[config.mk]
export PLATFORM = sky130hd
export DESIGN_NAME = cpc_regs
export DESIGN_NICKNAME = d
export VERILOG_FILES = /design/src/design/cpc_regs_fix.sv /design/src/design/cpc_pkg.sv /design/src/design/cpc_regs.sv
export SDC_FILE = /design/constraint.sdc
export NUM_CORES = 1
export LEC_CHECK = 0
export BUFFER_PORTS_ARGS = -buffer_cell sky130_fd_sc_hd__buf_2
export CAP_MARGIN = 20
export CORE_ASPECT_RATIO = 2
export CORE_MARGIN = 2
export CORE_UTILIZATION = 45
export DETAILED_ROUTE_END_ITERATION = 16
export PLACE_DENSITY = 0.7
export SKIP_LAST_GASP = 1
export SLEW_MARGIN = 20
export SYNTH_ARGS = -nofsm -noshare
export SYNTH_HDL_FRONTEND = slang
export SYNTH_SLANG_ARGS = --single-unit
[constraint.sdc]
create_clock -name core_clk_i -period 5.7 [get_ports core_clk_i]
set_input_delay 0.285 -clock core_clk_i [delete_from_list [all_inputs] [get_ports core_clk_i]]
set_output_delay 0.285 -clock core_clk_i [all_outputs]
set_load 0.03 [all_outputs]
[src/design/cpc_regs_fix.sv]
`timescale 1ns/1ps

[src/design/cpc_pkg.sv]
package cpc_pkg;

    // register offsets, as printed
    localparam logic [7:0] OFS_WD_CTRL = 8'h01;
    localparam logic [7:0] OFS_PRE_TERM = 8'h03;
    localparam logic [7:0] OFS_VLIMIT = 8'h04;
    localparam logic [7:0] OFS_TIMING = 8'h05;
    localparam logic [7:0] OFS_INPROT = 8'h06;

    // reset values
    localparam logic [7:0] RST_PRE_TERM = 8'hAA;
    localparam logic [7:0] RST_VLIMIT = 8'h58;
    localparam logic [7:0] RST_TIMING = 8'hBF;
    localparam logic [7:0] RST_INPROT = 8'hE6;
    localparam logic [7:0] RD_ZERO = 8'h00;

    // field positions
    localparam int RESTART_BIT = 6;
    localparam int PRE_LSB = 4;
    localparam int TERM_LSB = 0;
    localparam int VCODE_LSB = 3;
    localparam int TOPOFF_LSB = 1;
    localparam int RECH_BIT = 0;
    localparam int TERM_EN_BIT = 7;
    localparam int DEG_SEL_BIT = 6;
    localparam int WD_LSB = 4;
    localparam int SAFE_EN_BIT = 3;
    localparam int SAFE_DUR_BIT = 2;
    localparam int THERMAL_REG_THRESHOLD_BIT = 1;
    localparam int COLD_SEL_BIT = 0;
    localparam int OVP_LSB = 6;
    localparam int BOOST_LSB = 4;
    localparam int VIN_LSB = 0;

    // charge voltage decode
    localparam logic [4:0] VCODE_MAX = 5'h18;
    localparam logic [4:0] VCODE_SPECIAL = 5'h0F;
    localparam logic [12:0] V_BASE_MV = 13'h0F10;
    localparam logic [12:0] V_SPECIAL_MV = 13'h10FE;
    localparam logic [12:0] V_CLAMP_MV = 13'h1210;
    localparam logic [12:0] RECH_LO_MV = 13'h0064;
    localparam logic [12:0] RECH_HI_MV = 13'h00C8;

    // other decoded settings
    localparam logic [5:0] TOPOFF_STEP_MIN = 6'h0F;
    localparam logic [7:0] WD_40_S = 8'h28;
    localparam logic [7:0] WD_80_S = 8'h50;
    localparam logic [7:0] WD_160_S = 8'hA0;
    localparam logic [4:0] SAFE_SHORT_H = 5'h07;
    localparam logic [4:0] SAFE_LONG_H = 5'h10;
    localparam logic [6:0] THERMAL_REG_THRESHOLD_LO_C = 7'h50;
    localparam logic [6:0] THERMAL_REG_THRESHOLD_HI_C = 7'h78;
    localparam logic [6:0] COLD_HALF_PCT = 7'h32;
    localparam logic [6:0] COLD_FIFTH_PCT = 7'h14;
    localparam logic [6:0] COLD_FULL_PCT = 7'h64;
    localparam logic [13:0] OVP_0_MV = 14'h157C;
    localparam logic [13:0] OVP_1_MV = 14'h1964;
    localparam logic [13:0] OVP_2_MV = 14'h2904;
    localparam logic [13:0] OVP_3_MV = 14'h36B0;
    localparam logic [12:0] BOOST_0_MV = 13'h12F2;
    localparam logic [12:0] BOOST_STEP_MV = 13'h0096;
    localparam logic [13:0] VIN_OS_0_MV = 14'h0F3C;
    localparam logic [13:0] VIN_OS_1_MV = 14'h170C;
    localparam logic [13:0] VIN_OS_2_MV = 14'h1D4C;
    localparam logic [13:0] VIN_OS_3_MV = 14'h2904;
    localparam logic [13:0] VIN_STEP_MV = 14'h0064;

    // timing
    localparam int CLK_KHZ = 50000;
    localparam int TERM_LONG_MS = 230;
    localparam int TERM_SHORT_MS = 16;
    localparam int SEC_MS = 1000;
    localparam int TERM_LONG_CYC = TERM_LONG_MS * CLK_KHZ;
    localparam int TERM_SHORT_CYC = TERM_SHORT_MS * CLK_KHZ;
    localparam int SEC_CYC = SEC_MS * CLK_KHZ;

    typedef struct packed {
        logic [7:0] precharge_ma;
        logic [7:0] term_ma;
        logic [12:0] charge_mv;
        logic [12:0] recharge_mv;
        logic [5:0] topoff_min;
        logic term_enable;
        logic [7:0] wd_period_s;
        logic safety_enable;
        logic [4:0] safety_hours;
        logic [6:0] thermal_c;
        logic [6:0] cold_pct;
        logic [13:0] ovp_mv;
        logic [12:0] boost_mv;
        logic [13:0] vin_reg_mv;
    } cpc_cfg_type;

    typedef enum logic [1:0] {
        DG_IDLE = 2'b00,
        DG_FILT = 2'b01,
        DG_HELD = 2'b11
    } cpc_dg_state_type;

    // shared step table of pre-charge and termination currents
    function automatic logic [7:0] current_ma(input logic [3:0] code);
        logic [7:0] ma;
        ma = 8'h00;
        unique case (code)
            4'h0: ma = 8'h05;
            4'h1: ma = 8'h0A;
            4'h2: ma = 8'h0F;
            4'h3: ma = 8'h14;
            4'h4: ma = 8'h1E;
            4'h5: ma = 8'h28;
            4'h6: ma = 8'h32;
            4'h7: ma = 8'h3C;
            4'h8: ma = 8'h50;
            4'h9: ma = 8'h64;
            4'hA: ma = 8'h78;
            4'hB: ma = 8'h8C;
            4'hC: ma = 8'hA0;
            4'hD: ma = 8'hB4;
            4'hE: ma = 8'hC8;
            4'hF: ma = 8'hF0;
        endcase
        return ma;
    endfunction : current_ma

endpackage : cpc_pkg

[src/design/cpc_regs.sv]
`timescale 1ns/1ps
// What this block does
// - pre-charge current code in bits 7:4, sixteen-step table, reset 1010
// - termination current code in bits 3:0, same table, reset 1010
// - charge voltage 3856 + 32n mV, code 15 gives 4350 mV
// - charge voltage codes above 24 act as 24, 4624 mV
// - top-off period 00 off, then 15, 30, 45 minutes
// - recharge threshold is voltage limit minus 100 or 200 mV
// - termination allowed only while enable bit 7 is set
// - termination condition filtered 230 ms or 16 ms before acting
// - watchdog period 00 off, 40, 80, 160 s; restart prevents expiry
// - safety timer enable covers pre-charge and fast-charge phases
// - safety timer limit 7 h or 16 h
// - thermal regulation threshold 80 or 120 degrees C
// - cold band current cut to 50% or 20% when enabled
// - input over-voltage 5.5, 6.5, 10.5, 14 V; register reset only
// - boost output 4.85, 5.00, 5.15, 5.30 V
// - input regulation threshold is offset plus 0.1 V per code step
module cpc_regs #(
    parameter int SEC_CYCLES = cpc_pkg::SEC_CYC,
    parameter int DEG_LONG_CYCLES = cpc_pkg::TERM_LONG_CYC,
    parameter int DEG_SHORT_CYCLES = cpc_pkg::TERM_SHORT_CYC
) (
    input wire logic core_clk_i,
    input wire logic srst_i,
    input wire logic ce_i,
    input wire logic [7:0] reg_addr_i,
    input wire logic reg_wr_i,
    input wire logic [7:0] reg_wdata_i,
    input wire logic reg_rd_i,
    output logic [7:0] reg_rdata_o,
    input wire logic term_cond_i,
    input wire logic cold_current_enable_i,
    input wire logic [1:0] input_voltage_reg_offset_i,
    output cpc_pkg::cpc_cfg_type cfg_o,
    output logic term_done_o,
    output logic wd_expired_o
);

    localparam int CNT_W = 24;
    localparam int SEC_W = 26;

    // a one-cycle filter would leave the filter state with no dwell
    if (SEC_CYCLES < 1 || SEC_CYCLES >= 2**SEC_W ||
        DEG_LONG_CYCLES < 2 || DEG_LONG_CYCLES >= 2**CNT_W ||
        DEG_SHORT_CYCLES < 2 || DEG_SHORT_CYCLES >= 2**CNT_W) begin : g_bad
        $error("cpc_regs: count parameter out of range");
    end

    localparam logic [SEC_W-1:0] SEC_LAST = SEC_W'(SEC_CYCLES - 1);
    localparam logic [CNT_W-1:0] DEG_LONG_LAST = CNT_W'(DEG_LONG_CYCLES - 1);
    localparam logic [CNT_W-1:0] DEG_SHORT_LAST =
        CNT_W'(DEG_SHORT_CYCLES - 1);

    // register file
    logic [7:0] pre_term_ff, vlimit_ff, timing_ff, inprot_ff;
    logic [7:0] nxt_pre_term, nxt_vlimit, nxt_timing, nxt_inprot;
    logic restart_ff, nxt_restart;
    logic [7:0] rdata_ff, nxt_rdata;
    // watchdog
    logic [SEC_W-1:0] tick_cnt_ff, nxt_tick_cnt;
    logic [7:0] sec_cnt_ff, nxt_sec_cnt;
    logic expire_ff, nxt_expire;
    logic wd_expire;
    logic [7:0] wd_period;
    // deglitch
    logic cond_meta_ff, cond_sync_ff;
    cpc_pkg::cpc_dg_state_type dg_state_ff;
    cpc_pkg::cpc_dg_state_type nxt_dg_state;
    logic [CNT_W-1:0] dg_cnt_ff, nxt_dg_cnt;
    logic term_done_ff, nxt_term_done;
    cpc_pkg::cpc_cfg_type cfg_ff, nxt_cfg;

    logic wr_restart;
    assign wr_restart = reg_wr_i && reg_addr_i == cpc_pkg::OFS_WD_CTRL &&
        reg_wdata_i[cpc_pkg::RESTART_BIT];

    always_comb begin
        case (timing_ff[cpc_pkg::WD_LSB +: 2])
            2'b01: wd_period = cpc_pkg::WD_40_S;
            2'b10: wd_period = cpc_pkg::WD_80_S;
            2'b11: wd_period = cpc_pkg::WD_160_S;
            default: wd_period = 8'h00;
        endcase
    end

    // a shortened period expires at the next second, never wraps around
    assign wd_expire = wd_period != 8'h00 && !restart_ff &&
        tick_cnt_ff == SEC_LAST && sec_cnt_ff >= wd_period - 8'h01;

    always_comb begin
        nxt_pre_term = pre_term_ff;
        nxt_vlimit = vlimit_ff;
        nxt_timing = timing_ff;
        nxt_inprot = inprot_ff;
        nxt_restart = restart_ff;
        nxt_rdata = rdata_ff;
        nxt_tick_cnt = tick_cnt_ff + SEC_W'(1);
        nxt_sec_cnt = sec_cnt_ff;
        nxt_expire = wd_expire;
        if (tick_cnt_ff == SEC_LAST) begin
            nxt_tick_cnt = '0;
            nxt_sec_cnt = sec_cnt_ff + 8'h01;
        end
        if (restart_ff || wd_period == 8'h00 || wd_expire) begin
            nxt_tick_cnt = '0;
            nxt_sec_cnt = 8'h00;
            nxt_restart = 1'b0;
        end
        if (wd_expire) begin
            // the input protection register survives expiry
            nxt_pre_term = cpc_pkg::RST_PRE_TERM;
            nxt_vlimit = cpc_pkg::RST_VLIMIT;
            nxt_timing = cpc_pkg::RST_TIMING;
        end
        // a host write lands after expiry restore, so it is not lost
        if (reg_wr_i) begin
            unique case (reg_addr_i)
                cpc_pkg::OFS_PRE_TERM: nxt_pre_term = reg_wdata_i;
                cpc_pkg::OFS_VLIMIT: nxt_vlimit = reg_wdata_i;
                cpc_pkg::OFS_TIMING: nxt_timing = reg_wdata_i;
                cpc_pkg::OFS_INPROT: nxt_inprot = reg_wdata_i;
                default: ;
            endcase
        end
        if (wr_restart) begin
            nxt_restart = 1'b1;
        end
        if (reg_rd_i) begin
            unique case (reg_addr_i)
                cpc_pkg::OFS_WD_CTRL:
                    nxt_rdata = 8'(restart_ff) << cpc_pkg::RESTART_BIT;
                cpc_pkg::OFS_PRE_TERM: nxt_rdata = pre_term_ff;
                cpc_pkg::OFS_VLIMIT: nxt_rdata = vlimit_ff;
                cpc_pkg::OFS_TIMING: nxt_rdata = timing_ff;
                cpc_pkg::OFS_INPROT: nxt_rdata = inprot_ff;
                default: nxt_rdata = cpc_pkg::RD_ZERO;
            endcase
        end
    end

    always_ff @(posedge core_clk_i) begin
        if (srst_i) begin
            pre_term_ff <= cpc_pkg::RST_PRE_TERM;
            vlimit_ff <= cpc_pkg::RST_VLIMIT;
            timing_ff <= cpc_pkg::RST_TIMING;
            inprot_ff <= cpc_pkg::RST_INPROT;
            restart_ff <= 1'b0;
            rdata_ff <= cpc_pkg::RD_ZERO;
            tick_cnt_ff <= '0;
            sec_cnt_ff <= 8'h00;
            expire_ff <= 1'b0;
        end else if (ce_i) begin
            pre_term_ff <= nxt_pre_term;
            vlimit_ff <= nxt_vlimit;
            timing_ff <= nxt_timing;
            inprot_ff <= nxt_inprot;
            restart_ff <= nxt_restart;
            rdata_ff <= nxt_rdata;
            tick_cnt_ff <= nxt_tick_cnt;
            sec_cnt_ff <= nxt_sec_cnt;
            expire_ff <= nxt_expire;
        end
    end

    // decoded settings
    logic [4:0] vcode;
    assign vcode = vlimit_ff[cpc_pkg::VCODE_LSB +: 5];

    always_comb begin
        nxt_cfg.precharge_ma =
            cpc_pkg::current_ma(pre_term_ff[cpc_pkg::PRE_LSB +: 4]);
        nxt_cfg.term_ma =
            cpc_pkg::current_ma(pre_term_ff[cpc_pkg::TERM_LSB +: 4]);
        if (vcode > cpc_pkg::VCODE_MAX) begin
            nxt_cfg.charge_mv = cpc_pkg::V_CLAMP_MV;
        end else if (vcode == cpc_pkg::VCODE_SPECIAL) begin
            nxt_cfg.charge_mv = cpc_pkg::V_SPECIAL_MV;
        end else begin
            nxt_cfg.charge_mv = cpc_pkg::V_BASE_MV + {3'b000, vcode, 5'h00};
        end
        nxt_cfg.recharge_mv = nxt_cfg.charge_mv -
            (vlimit_ff[cpc_pkg::RECH_BIT] ? cpc_pkg::RECH_HI_MV
                                          : cpc_pkg::RECH_LO_MV);
        nxt_cfg.topoff_min = 6'(vlimit_ff[cpc_pkg::TOPOFF_LSB +: 2] *
            cpc_pkg::TOPOFF_STEP_MIN);
        nxt_cfg.term_enable = timing_ff[cpc_pkg::TERM_EN_BIT];
        nxt_cfg.wd_period_s = wd_period;
        nxt_cfg.safety_enable = timing_ff[cpc_pkg::SAFE_EN_BIT];
        nxt_cfg.safety_hours = timing_ff[cpc_pkg::SAFE_DUR_BIT] ?
            cpc_pkg::SAFE_LONG_H : cpc_pkg::SAFE_SHORT_H;
        nxt_cfg.thermal_c = timing_ff[cpc_pkg::THERMAL_REG_THRESHOLD_BIT] ?
            cpc_pkg::THERMAL_REG_THRESHOLD_HI_C : cpc_pkg::THERMAL_REG_THRESHOLD_LO_C;
        if (!cold_current_enable_i) begin
            nxt_cfg.cold_pct = cpc_pkg::COLD_FULL_PCT;
        end else begin
            nxt_cfg.cold_pct = timing_ff[cpc_pkg::COLD_SEL_BIT] ?
                cpc_pkg::COLD_FIFTH_PCT : cpc_pkg::COLD_HALF_PCT;
        end
        unique case (inprot_ff[cpc_pkg::OVP_LSB +: 2])
            2'b00: nxt_cfg.ovp_mv = cpc_pkg::OVP_0_MV;
            2'b01: nxt_cfg.ovp_mv = cpc_pkg::OVP_1_MV;
            2'b10: nxt_cfg.ovp_mv = cpc_pkg::OVP_2_MV;
            2'b11: nxt_cfg.ovp_mv = cpc_pkg::OVP_3_MV;
        endcase
        nxt_cfg.boost_mv = cpc_pkg::BOOST_0_MV + 13'(
            inprot_ff[cpc_pkg::BOOST_LSB +: 2] * cpc_pkg::BOOST_STEP_MV);
        unique case (input_voltage_reg_offset_i)
            2'b00: nxt_cfg.vin_reg_mv = cpc_pkg::VIN_OS_0_MV;
            2'b01: nxt_cfg.vin_reg_mv = cpc_pkg::VIN_OS_1_MV;
            2'b10: nxt_cfg.vin_reg_mv = cpc_pkg::VIN_OS_2_MV;
            2'b11: nxt_cfg.vin_reg_mv = cpc_pkg::VIN_OS_3_MV;
        endcase
        nxt_cfg.vin_reg_mv = nxt_cfg.vin_reg_mv + 14'(
            inprot_ff[cpc_pkg::VIN_LSB +: 4] * cpc_pkg::VIN_STEP_MV);
    end

    // termination deglitch; a drop of the condition restarts the filter
    logic [CNT_W-1:0] dg_last;
    assign dg_last = timing_ff[cpc_pkg::DEG_SEL_BIT] ? DEG_SHORT_LAST
                                                     : DEG_LONG_LAST;

    always_comb begin
        nxt_dg_state = dg_state_ff;
        nxt_dg_cnt = dg_cnt_ff;
        unique case (dg_state_ff)
            cpc_pkg::DG_IDLE: begin
                nxt_dg_cnt = '0;
                if (cond_sync_ff) begin
                    nxt_dg_state = cpc_pkg::DG_FILT;
                end
            end
            cpc_pkg::DG_FILT: begin
                nxt_dg_cnt = dg_cnt_ff + CNT_W'(1);
                if (!cond_sync_ff) begin
                    nxt_dg_state = cpc_pkg::DG_IDLE;
                end else if (dg_cnt_ff >= dg_last) begin
                    nxt_dg_state = cpc_pkg::DG_HELD;
                end
            end
            cpc_pkg::DG_HELD: begin
                if (!cond_sync_ff) begin
                    nxt_dg_state = cpc_pkg::DG_IDLE;
                end
            end
            default: nxt_dg_state = cpc_pkg::DG_IDLE;
        endcase
        nxt_term_done = dg_state_ff == cpc_pkg::DG_HELD &&
            timing_ff[cpc_pkg::TERM_EN_BIT];
    end

    always_ff @(posedge core_clk_i) begin
        if (srst_i) begin
            cond_meta_ff <= 1'b0;
            cond_sync_ff <= 1'b0;
            dg_state_ff <= cpc_pkg::DG_IDLE;
            dg_cnt_ff <= '0;
            term_done_ff <= 1'b0;
            cfg_ff <= '0;
        end else if (ce_i) begin
            cond_meta_ff <= term_cond_i;
            cond_sync_ff <= cond_meta_ff;
            dg_state_ff <= nxt_dg_state;
            dg_cnt_ff <= nxt_dg_cnt;
            term_done_ff <= nxt_term_done;
            cfg_ff <= nxt_cfg;
        end
    end

    assign reg_rdata_o = rdata_ff;
    assign cfg_o = cfg_ff;
    assign term_done_o = term_done_ff;
    assign wd_expired_o = expire_ff;
endmodule : cpc_regs

=== After elaboration in Yosys (flattened, before gate mapping) ===
Memories as Yosys holds them, arrays and structs flattened. A register that Yosys moved wholly into a read port is not among the register bits.
Index checks and enable logic that the tools add are counted.

* Register bits after elaboration: 207
* ROM bits: 256
* Input port bits: 25
* Memories kept: 2

{| class="wikitable"
|+ Memories
! name !! words !! width !! rd ports !! clocked after memory_dff !! write ports !! RTL line !! RTL
|-
| (no name shown) || 16 || 8 || 1 || 1 || 0 || cpc_pkg.sv:104 || <nowiki>unique case (code)</nowiki>
|-
| (no name shown) || 16 || 8 || 1 || 1 || 0 || cpc_pkg.sv:104 ||
|}

* Add/sub/neg operators: 8
* Multipliers: 3
* $lt $le $gt $ge: 3
* Equal/unequal tests: 21
* Multiplexer cells: 33
* Reduce and logical (&&, ||, !) cells: 23

{| class="wikitable"
|+ Operators by type and width
! operator !! count
|-
| 14-bit one-hot mux with 4 select lines || 2
|-
| 8-bit two-way mux || 12
|-
| 26-bit two-way mux || 2
|-
| 24-bit one-hot mux with 2 select lines || 1
|-
| 8-bit one-hot mux with 5 select lines || 1
|-
| 26-bit by 1-bit adder with 26-bit output (second input constant) || 1
|-
| 26-bit equality test (second input constant) || 1
|-
| 13-bit two-way mux || 2
|-
| 24-bit by 1-bit adder with 24-bit output (second input constant) || 1
|-
| 8-bit by 3-bit equality test with 1-bit output (second input constant) || 3
|-
| 24-bit greater-or-equal comparator || 1
|-
| 24-bit two-way mux || 1
|-
| 8-bit one-hot mux with 3 select lines || 1
|-
| 14-bit by 11-bit adder with 14-bit output || 1
|-
| 2-bit equality test (second input constant) || 7
|-
| 12-bit by 10-bit adder with 13-bit output (first input constant) || 1
|-
| 13-bit by 10-bit adder with 13-bit output (first input constant) || 1
|-
| 13-bit by 8-bit subtractor with 13-bit output || 1
|-
| 6-bit two-way mux || 2
|-
| 2-bit by 7-bit multiplier with 9-bit output (second input constant) || 1
|-
| 4-bit by 5-bit multiplier with 9-bit output (second input constant) || 1
|-
| 8-bit by 1-bit adder with 8-bit output (second input constant) || 1
|-
| 2-bit by 1-bit equality test with 1-bit output (second input constant) || 4
|-
| 8-bit by 1-bit equality test with 1-bit output (second input constant) || 1
|-
| other kinds (23) || 41
|}

=== Depth between registers and ports, before layout ===
Gate-level depths: netlist of the first run.

* Word-level depth: 9
* Gate-level depth with buffers: 13
* Mapped depth without buffers: 13

=== Worst setup path before layout of the first run ===
Ideal clock, no wire load.

* Path type: register -> register
* From: register inprot_ff[0]
* To: register cfg_ff, in the netlist cfg_o[13]
* Library setup time: 91 ps
* Data arrival time: 2809 ps
* Required time: 5609 ps
* Slack: 2800 ps
* Cell stages (with the launch flop): 12
* Buffers on the path: 0
* Clock period less this slack: 2900 ps
* Cells stage by stage: dfxtp_1 -> ha_1 -> ha_1 -> fa_1 -> a21oi_1 -> xnor2_1 -> ha_1 -> nand3_1 -> nor3_1 -> a21oi_1 -> or3_1 -> a311oi_1

* Word-level cells in the longest chain between the ends: 2

{| class="wikitable"
|+ RTL lines
! item !! RTL line !! RTL
|-
| from (decl) || cpc_regs.sv:56 || <nowiki>logic [7:0] pre_term_ff, vlimit_ff, timing_ff, inprot_ff;</nowiki>
|-
| from (signal assigned) || cpc_regs.sv:147 || <nowiki>inprot_ff <= cpc_pkg::RST_INPROT;</nowiki>
|-
| from (signal assigned) || cpc_regs.sv:157 || <nowiki>inprot_ff <= nxt_inprot;</nowiki>
|-
| 4-bit by 5-bit multiplier with 9-bit output || cpc_regs.sv:215 || <nowiki>inprot_ff[cpc_pkg::VIN_LSB +: 4] * cpc_pkg::VIN_STEP_MV);</nowiki>
|-
| 14-bit by 11-bit adder with 14-bit output || cpc_regs.sv:214 || <nowiki>nxt_cfg.vin_reg_mv = nxt_cfg.vin_reg_mv + 14'(</nowiki>
|-
| to (signal assigned) || cpc_regs.sv:266 || <nowiki>cfg_ff <= nxt_cfg;</nowiki>
|-
| to (decl) || cpc_regs.sv:72 || <nowiki>cpc_pkg::cpc_cfg_type cfg_ff, nxt_cfg;</nowiki>
|}

No other way between the ends.
A chain may end at the register's enable or synchronous reset.

=== Worst setup path in the final report of the first run ===
Ends and elaborated chain as after synthesis.

==> results of run 1 <==
[cells in the mapped netlist (all sizes together), types with 6 or more instances]
cell type  number
o32ai          14
a31oi          16
ha             80
xor2           19
nand2b          7
o21ai          25
mux2i          40
and3           11
nand3          30
nor2          164
a32oi           8
nor3           21
a21o            6
clkbuf         48
inv            41
or4             7
a21oi          47
a222oi          8
nand2          76
and2            6
o211ai          6
or3            12
and4            8
nand4          20
a211oi         39
dfxtp         190
nor4           10
buf            46
xnor2          38
o41ai          10
a22o            7
[routing by layer]
layer | vias to the layer above | GRT usage | part of all wire
met5 | - | 0 | 0
met4 | 0 | 0.106 | 0.035
met3 | 52 | 0.0410 | 0.042
met2 | 225 | 0.438 | 0.56
met1 | 4032 | 0.225 | 0.36
li1 | 4152 | - | -
[kinds of logic after synthesis]
| family | synth area share |
|---|---|
| adder cells (fa/ha/maj) | 0.105 |
| flip-flops | 0.385 |
| AO/OA/AOI/OAI | 0.154 |
| other | 0.000380 |
| XOR/XNOR | 0.0505 |
| multiplexers | 0.0451 |
| buffers and inverters | 0.0651 |
| AND/OR/NAND/NOR | 0.194 |
[worst min-delay path by stage]
stage,end,cells after the start
after floorplan,pre_term_ff[0]$_SDFFE_PP0P_,2
after global placement,cfg_o[116]$_SDFFE_PP0P_,2
after detailed placement,cfg_o[102]$_SDFFE_PP0P_,2
after CTS,cfg_o[46]$_SDFFE_PP0P_,2
after global routing,cfg_o[46]$_SDFFE_PP0P_,2
final,cfg_o[46]$_SDFFE_PP0P_,2
[power groups by stage]
stage	registers [mW]	logic (mW)	clock network, mW
floorplan	1.46	0.145	0
global placement	1.41	0.265	0
detailed placement	1.41	0.267	0
CTS	1.38	0.268	1.17
global route	1.38	0.288	1.22
finish	1.38	0.268	1.15
[stage by stage]
step	util	setup WS (ns)	power [mW]	hold WS (ns)
global placement	0.489	2.60	1.68	0.446
CTS	0.515	2.50	2.82	0.0325
finish	0.516	2.51	2.80	0.0501
floorplan	-	2.80	1.61	0.399
global route	0.516	2.28	2.89	0.0463
detailed placement	0.489	2.50	1.68	0.457
[state kept, by name, indices dropped and copies added, names as in the netlist, 2 cells and up]
name and flops:
cfg_o 85, tick_cnt_ff 26, dg_cnt_ff 24, inprot_ff 8
pre_term_ff 8, reg_rdata_o 8, sec_cnt_ff 8, timing_ff 8
vlimit_ff 8, dg_state_ff 2
[critical path, stage by stage (launching register included)]
cell and delay (ns):
dfxtp_1 0.52, ha_1 0.29, ha_1 0.22, fa_1 0.43, a21oi_1 0.18, xnor2_1 0.09, ha_1 0.35, nand3_1 0.11
nor3_1 0.20, a21oi_1 0.14, or3_1 0.33, a311oi_1 0.24
[area by class of cell]
type	count	area (um2)	area share
timing repair buffer	145	756	0.0679
tap	273	342	0.0307
multi-input combinational	811	5520	0.496
clock inverter	11	106	0.00955
sequential	190	3800	0.342
antenna	1	2.50	0.000225
clock buffer	21	450	0.0405
inverter	41	154	0.0138
[layout by cell type, fill, tap and decap left out, types with 7 or more instances in the layout]
master	synthesis	final
o41ai_1	10	10
ha_1	80	80
o32ai_1	14	14
a22o_1	7	7
nand2b_1	7	7
buf_2	1	133
a31oi_1	16	16
a222oi_1	8	8
and4_1	7	7
o21ai_0	25	24
and3_1	11	11
xor2_1	19	19
a21oi_1	47	47
conb_1	1	17
a211oi_1	39	39
nand2_1	76	76
or3_1	12	12
dfxtp_1	190	190
nand3_1	30	30
clkbuf_16	0	17
inv_1	41	40
a32oi_1	8	8
nor4_1	9	7
mux2i_1	40	40
nor3_1	20	20
nand4_1	20	20
xnor2_1	38	38
nor2_1	164	164
buf_4	33	12
==> run summary, run 1 <==
Slew @ Worst Pin = 0.944 ns
DR vias/cell = 5.67
Leak = 4.76 nW
Clock buffer depth = 2
P_sw = 0.744 mW
R2R Setup Slk = 2.51 ns
GP Congestion = 0.904
WL per Instance = 17.5 um
Initial antenna violation count = 1
Largest net degree at the start of global routing = 69
Logic gate share of total power = 0.096
Final Instance Count excl. Fillers = 1493
Setup repair bufs after CTS = 0
Post-synthesis cell type count = 66
Main synth FF type = dfxtp_1
Die Ht = 214 um
CP startpoint kind = flip-flop
Post-synthesis sequential area ratio = 0.385
HP Start = cold_current_enable_i
Final net count = 1313
Share of the synthesized area in the top cell type = 0.385
Grt ovf = 0
Area growth syn-to-layout = 12.7%
HPWL Detailed = 19100 um
Post-placement cell count = 1460
CTS tree = built
Final hold violation count = 0
Ys Warns = 0
I/O Buffers = 135
Pins Over Slew Limit = 0
Clock slew at reported path FFs = 0.07 ns
Netlist Area Pre-Place = 0.00988 mm2
Worst-path maximum fanout = 8
DR DRC count = 0
FF-to-FF End = cfg_o[13]$_SDFFE_PP0P_
Num CTS Buffers = 17
Drt initial violations = 522
Routed Antenna Nets = 0
TritonCTS Sinks = 190
Worst-Skew Late Latency = 0.44 ns
Final Setup Violations = 0
First-pass GRT wire length = 40900 um
VDD IR max = 0.000238 V
Starting Density = 0.458
Clk_skew = 0.0137 ns
First-pass DRT Iterations = 5
Post-CTS resize count = 0
Largest cells by area after synthesis = dfxtp_1 39%, ha_1 10%, nor2_1 6.2%, mux2i_1 4.1%, xnor2_1 3.4%
Number of flops mapped to enable cells by yosys = 0
Total GRT Usage = 0.226
Reg2reg start = inprot_ff[0]$_SDFFE_PP0P_
Placed Area = 0.0106 mm2
Syn_area_per_cell = 8.82 um2
Top Ports = 153
Period utilization = 0.560
Worst Setup EP = cfg_o[13]$_SDFFE_PP0P_
Asr flop ratio synth = 0
Sw frac = 0.266
Sequential Power Share = 0.494
Die ar. = 0.0232 mm2
H-tree depth = 4
RSZ-0062 raised after global routing = no
Int Power = 2.05 mW
Die Wd = 109 um
Pwr dens = 251 mW/mm2
Hold Path Class = input pin to flip-flop
Slew headroom = 0.370
Synth area leader = dfxtp_1
Final WL = 26100 um
Flop and latch count out of synthesis = 190
Clock Power Share = 0.411
Vias in the first global route = 8146
Filler instances = 2056
Core box area = 0.0216 mm2
MaxCap Viol Count = 0
CP endpoint kind = flip-flop
Mapped Cells = 1120
Worst EP required = 6.05 ns
Achievable clock frequency = 314 MHz
Final TNS setup = 0 ns
Final Cell Area = 0.0111 mm2
WS Path Type = flip-flop to flip-flop
Arrival time at the worst endpoint = 3.54 ns
Worst Reg-to-Reg Cells = 11
Status = finished clean
Share of cells above drive strength 1 = 0.157
Worst setup startpoint = inprot_ff[0]$_SDFFE_PP0P_
Post-CTS Hold Fix Bufs = 0
Via count = 8461
CTS Root Cell = clkbuf_16
Site Rows = 76
Tmin final = 3.19 ns
(Power assumes the default switching activity.)
==> run 2, diff against run 1 <==
PLACE_DENSITY = 0.72   (was 0.7)
clock period = 2.74 ns   (was 5.7 ns; I/O delays follow)
==> run summary, run 2 (synthesis results as in run 1) <==
Reg area = 0.00381 mm2 (+0.23%)
Routed Antenna Nets = 0 (unchanged)
Die Wd = 109 um (unchanged)
FF-to-FF End = cfg_o[13]$_SDFFE_PP0P_
I/O Buffers = 135 (unchanged)
Tmin final = 2.74 ns (-0.452 ns)
HPWL Detailed = 19200 um (+0.34%)
WL per Instance = 17.2 um (-1.7%)
Commonest non-fill, non-tap cell in the layout = dfxtp_1
Filler instances = 1998 (-2.8%)
R2R Setup Slk = 0.002 ns (-2.51 ns)
Final Instance Count excl. Fillers = 1520 (+1.8%)
CTS Root Cell = clkbuf_16
Starting Density = 0.458 (unchanged)
GRT busiest layer = met2
Reg2reg start = inprot_ff[1]$_SDFFE_PP1P_
Worst-path cell chain = ha_4 -> ha_4 -> fa_2 -> a21oi_2 -> xnor2_1 -> ha_1 -> nand3_2 -> nor3_2 -> a21oi_1 -> or3_1 -> a311oi_1
Site Rows = 76 (unchanged)
Num CTS Buffers = 17 (unchanged)
MaxCap Viol Count = 0 (unchanged)
GP Congestion = 0.899 (-0.48%)
Clock buffer depth = 2 (unchanged)
Via count = 8561 (+1.2%)
Global routing met3 resource utilization = 0.0389 (-0.00213)
Clk_skew = 0.0115 ns (-0.00216 ns)
Final core occ = 0.529 (+0.0136)
Initial antenna violation count = 0 (-1)
WS Path Type = flip-flop to flip-flop
Final Setup Violations = 0 (unchanged)
Area growth syn-to-layout = 15.6%
Met2 Resource Use GR = 0.408 (-0.0300)
Drt initial violations = 478 (-8.4%)
RSZ-0062 raised after global routing = yes
Top Ports = 153 (unchanged)
VDD IR max = 0.000373 V (+57%)
First-pass GRT wire length = 41100 um (+0.40%)
Final WL = 26100 um (about the same)
Worst-path maximum fanout = 4 (-4)
Post-placement cell count = 1481 (+1.4%)
Worst Setup EP = cfg_o[13]$_SDFFE_PP0P_
Status = finished clean
Final hold violation count = 0 (unchanged)
DR vias/cell = 5.63 (-0.62%)
TritonCTS Sinks = 190 (unchanged)
Pins Over Slew Limit = 0 (unchanged)
Total GRT Usage = 0.228 (+0.00214)
Worst EP required = 3.09 ns (-2.96 ns)
M1 GR Usage = 0.247 (+0.0213)
Slew @ Worst Pin = 1.04 ns (+0.0974 ns)
Core box area = 0.0216 mm2 (unchanged)
Grt ovf = 0 (unchanged)
Leak = 4.90 nW (+2.9%)
Commonest cells after routing, fill and taps aside = 187 x dfxtp_1, 164 x nor2_1, 133 x buf_2
First-pass DRT Iterations = 6 (+1)
Multi-input logic area = 0.00556 mm2 (+0.82%)
Top cell by count, worst path = ha_4
Int Power = 4.29 mW (+110%)
Worst setup startpoint = inprot_ff[1]$_SDFFE_PP1P_
Worst-Skew Late Latency = 0.45 ns (about the same)
Slew headroom = 0.299 (-0.0713)
CP startpoint kind = flip-flop
Slowest stage delay, CP = 0.39 ns (-0.13 ns)
Period utilization = 0.999 (+0.440)
Sw frac = 0.262 (-0.00447)
Largest net degree at the start of global routing = 85 (+23%)
Final net count = 1342 (+2.2%)
Sequential Power Share = 0.495 (about the same)
Vias in the first global route = 8164 (+0.22%)
CP endpoint kind = flip-flop
Final TNS setup = 0 ns (unchanged)
Hold Path Class = input pin to flip-flop
Logic gate share of total power = 0.099 (+0.003)
CTS tree = built
H-tree depth = 4 (unchanged)
Clock Power Share = 0.406 (-0.005)
DR DRC count = 0 (unchanged)
Die Ht = 214 um (unchanged)
Clock slew at reported path FFs = 0.07 ns (about the same)
Die ar. = 0.0232 mm2 (unchanged)
Pwr dens = 508 mW/mm2 (+100%)
Arrival time at the worst endpoint = 3.09 ns (-0.45 ns)
Share of cells above drive strength 1 = 0.180 (+0.0229)
Worst Reg-to-Reg Cells = 11 (unchanged)
Achievable clock frequency = 365 MHz (+16%)
P_sw = 1.52 mW (+100%)
Slowest CP cell = dfxtp_4
Max reg flops = 85 (unchanged)
# diodes = 0 (-1)
## run 2: cell type report
type | instances | share of cell area
clock buffer | 22 | 0.0406
clock inverter | 9 | 0.00778
inverter | 41 | 0.0135
multi-input combinational | 811 | 0.487
sequential | 190 | 0.334
tap | 273 | 0.0299
timing repair buffer | 174 | 0.0876
## run 2: critical path: cells and delay by family, from the launching register on
kind            cells  cell delay [ns]
compound gates      3             0.50
xor+xnor            1             0.08
fa+ha+maj           4             1.12
flops               1             0.39
simple gates        3             0.56
## run 2: metrics by stage
step / worst slack (ns) / total power [mW] / area [um2] / hold WS [ns]
CTS: 0.00954 / 5.86 / 11300 / 0.000545
global placement: 0.0309 / 3.49 / 10700 / 0.391
finish: 0.00191 / 5.81 / 11400 / 0.0258
detailed placement: -0.0262 / 3.50 / 10700 / 0.392
floorplan: 0.00103 / 3.35 / 9950 / 0.251
global route: -0.0978 / 6.01 / 11400 / 0.0165
## run 2: worst min-delay path by stage
stage,slack (ns),depth (start not counted),startpoint,endpoint
6_report,0.03,3,reg_rd_i,reg_rdata_o[6]$_SDFFE_PP0P_
2_1_floorplan,0.25,2,reg_wdata_i[0],pre_term_ff[0]$_SDFFE_PP0P_
4_1_cts,0.0005,3,reg_wdata_i[0],vlimit_ff[0]$_SDFFE_PP0P_
3_3_place_gp,0.39,2,cold_current_enable_i,cfg_o[46]$_SDFFE_PP0P_
5_1_grt,0.02,3,term_cond_i,cond_meta_ff$_SDFFE_PP0P_
3_5_place_dp,0.39,2,cold_current_enable_i,cfg_o[46]$_SDFFE_PP0P_
## run 2: power by group through the flow
stage | Sequential [mW] | Clock (mW) | Combinational (mW)
floorplan | 3.05 | 0 | 0.303
global placement | 2.93 | 0 | 0.558
detailed placement | 2.94 | 0 | 0.564
CTS | 2.87 | 2.41 | 0.572
global route | 2.88 | 2.51 | 0.620
finish | 2.87 | 2.36 | 0.575
## run 2: what timing repair did
action / CTS / global route
pin swaps: 2 / 9
endpoints found under the setup margin: 1 / 3
setup buffers: 0 / 2
endpoints found under the hold margin: 9 / 0
hold buffers: 6 / 0
resized for setup: 2 / 11
## run 2: metal layers
layer,wire length [um],part of all wire,vias up
li1,-,-,4201
met1,9900,0.38,4048
met2,13900,0.53,231
met3,910,0.035,81
met4,1400,0.053,0
met5,0,0,-
==> run 3, diff against run 2 <==
CELL_PAD_IN_SITES_DETAIL_PLACEMENT = 0   (was default)
CELL_PAD_IN_SITES_GLOBAL_PLACEMENT = 1   (was default)
CORE_UTILIZATION = 39   (was 45)
PLACE_DENSITY = 0.8   (was 0.72)
==> run summary, run 3 (synthesis results as in run 1) <==
Final core occ = 0.467 (-0.0619)
CTS Root Cell = clkbuf_16
Status = finished clean
Clock buffer depth = 2 (unchanged)
GRT busiest layer = met2
First-pass DRT Iterations = 5 (-1)
Largest net degree at the start of global routing = 51 (-40%)
Drt initial violations = 408 (-15%)
Tmin final = 2.74 ns (-0.00141 ns)
TritonCTS Sinks = 190 (unchanged)
Final hold violation count = 0 (unchanged)
Final WL = 27500 um (+5.4%)
Clock slew at reported path FFs = 0.07 ns (about the same)
DR DRC count = 0 (unchanged)
Top Ports = 153 (unchanged)
Period utilization = 0.999 (about the same)
Worst-path maximum fanout = 4 (unchanged)
Grt ovf = 0 (unchanged)
Pwr dens = 503 mW/mm2 (-0.98%)
HPWL Detailed = 20400 um (+6.2%)
Commonest non-fill, non-tap cell in the layout = dfxtp_1
Met2 Resource Use GR = 0.380 (-0.0276)
Vias in the first global route = 8319 (+1.9%)
Die Ht = 229 um (+7.3%)
# diodes = 0 (unchanged)
GP Congestion = 0.872 (-3.0%)
Filler instances = 2458 (+23%)
Achievable clock frequency = 365 MHz (about the same)
Via count = 8580 (+0.22%)
WS Path Type = flip-flop to flip-flop
Sequential Power Share = 0.489 (-0.006)
DR vias/cell = 5.37 (-4.6%)
Routed Antenna Nets = 0 (unchanged)
Die ar. = 0.0267 mm2 (+15%)
Slew headroom = 0.536 (+0.237)
Hold Path Class = input pin to flip-flop
H-tree depth = 4 (unchanged)
Core box area = 0.0249 mm2 (+15%)
Multi-input logic area = 0.00560 mm2 (+0.63%)
Site Rows = 82 (+7.9%)
Commonest cells after routing, fill and taps aside = 187 x dfxtp_1, 164 x nor2_1, 133 x buf_2
Final net count = 1356 (+1.0%)
Pins Over Slew Limit = 0 (unchanged)
Total GRT Usage = 0.208 (-0.0201)
Final TNS setup = 0 ns (unchanged)
CP startpoint kind = flip-flop
Worst EP required = 3.09 ns (about the same)
Worst-Skew Late Latency = 0.46 ns (about the same)
Area growth syn-to-layout = 17.9%
Die Wd = 117 um (+7.1%)
Total design power = 5.86 mW (+0.98%)
VDD IR max = 0.000361 V (-3.2%)
Slew @ Worst Pin = 0.690 ns (-0.352 ns)
Sw frac = 0.270 (+0.00849)
Clk_skew = 0.0100 ns (-0.00148 ns)
Reg area = 0.00381 mm2 (about the same)
Logic gate share of total power = 0.100 (about the same)
CTS tree = built
P_sw = 1.58 mW (+4.3%)
Leak = 4.99 nW (+1.9%)
Share of cells above drive strength 1 = 0.191 (+0.0115)
Arrival time at the worst endpoint = 3.09 ns (about the same)
Final Instance Count excl. Fillers = 1597 (+5.1%)
M1 GR Usage = 0.207 (-0.0400)
Clock Power Share = 0.410 (+0.004)
Max reg flops = 85 (unchanged)
MaxCap Viol Count = 0 (unchanged)
Starting Density = 0.396 (-0.0614)
First-pass GRT wire length = 43000 um (+4.6%)
I/O Buffers = 135 (unchanged)
RSZ-0062 raised after global routing = yes
Int Power = 4.28 mW (-0.18%)
Num CTS Buffers = 17 (unchanged)
Final Setup Violations = 0 (unchanged)
Global routing met3 resource utilization = 0.0418 (+0.00290)
WL per Instance = 17.2 um (+0.31%)
Post-placement cell count = 1552 (+4.8%)
Initial antenna violation count = 1 (+1)
CP endpoint kind = flip-flop
[run 3: changes by cell type in the layout (fill, tap and decap cells not counted), moves of 2 or more]
cell           delta
clkinvlp_4        -2
dlygate4sd3_1     +4
clkbuf_1          -2
xnor2_2           +2
xnor2_1           -2
clkinv_2          +2
inv_6             +3
buf_4            +10
[run 3: timing repair]
item,CTS,global route
hold endpoints to repair,16,0
endpoints found under the setup margin,2,9
setup buffers,1,3
hold buffers,10,0
gates resized for setup,7,9
pin swaps,7,9
[run 3: area by class of cell]
class,count,share of cell area
clock buffers,19,0.0380
clock inverters,12,0.00945
inverters,41,0.0132
multi-input cells,811,0.480
flip-flops and latches,190,0.327
well taps,336,0.0361
repair buffers,188,0.0958
[run 3: worst max-delay path: stages (launching register included)]
cell      delay, ns
dfxtp_4        0.36
ha_4           0.24
ha_4           0.16
fa_2           0.34
a21oi_2        0.14
xnor2_1        0.08
ha_1           0.36
nand3_2        0.11
nor3_2         0.18
a21oi_2        0.08
or3_1          0.30
a311oi_1       0.27
[run 3: power by group through the flow]
stage | clock [mW] | combinational, mW | sequential (mW)
after global placement | 0 | 0.566 | 2.93
after detailed placement | 0 | 0.570 | 2.93
final | 2.41 | 0.589 | 2.87
after CTS | 2.48 | 0.584 | 2.87
after global routing | 2.56 | 0.634 | 2.87
after floorplan | 0 | 0.303 | 3.05
[run 3: worst paths after layout]
path                        startpoint                        end  slack [ns]  depth (start not counted)
min reg2reg    cfg_o[109]$_SDFFE_PP0P_    cfg_o[109]$_SDFFE_PP0P_        0.46                          2
max reg2reg  inprot_ff[0]$_SDFFE_PP0P_     cfg_o[13]$_SDFFE_PP0P_       0.003                         11
min                     reg_wdata_i[3]  timing_ff[3]$_SDFFE_PP1P_        0.04                          3
max          inprot_ff[0]$_SDFFE_PP0P_     cfg_o[13]$_SDFFE_PP0P_       0.003                         11
[run 3: layer usage]
metal	routed length, um	vias to the layer above
li1	-	4226
met1	9870	4046
met2	14900	221
met3	1060	85
met4	1690	2
met5	16	-
[run 3: metrics by stage]
stage          hold slack (ns)  worst slack, ns  cell area (um2)
2_1_floorplan            0.251          0.00103             9950
3_3_place_gp             0.373          -0.0111            10900
3_5_place_dp             0.377          -0.0988            10900
4_1_cts                 0.0132          0.00649            11600
5_1_grt                 0.0393           -0.156            11600
6_report                0.0385          0.00332            11600
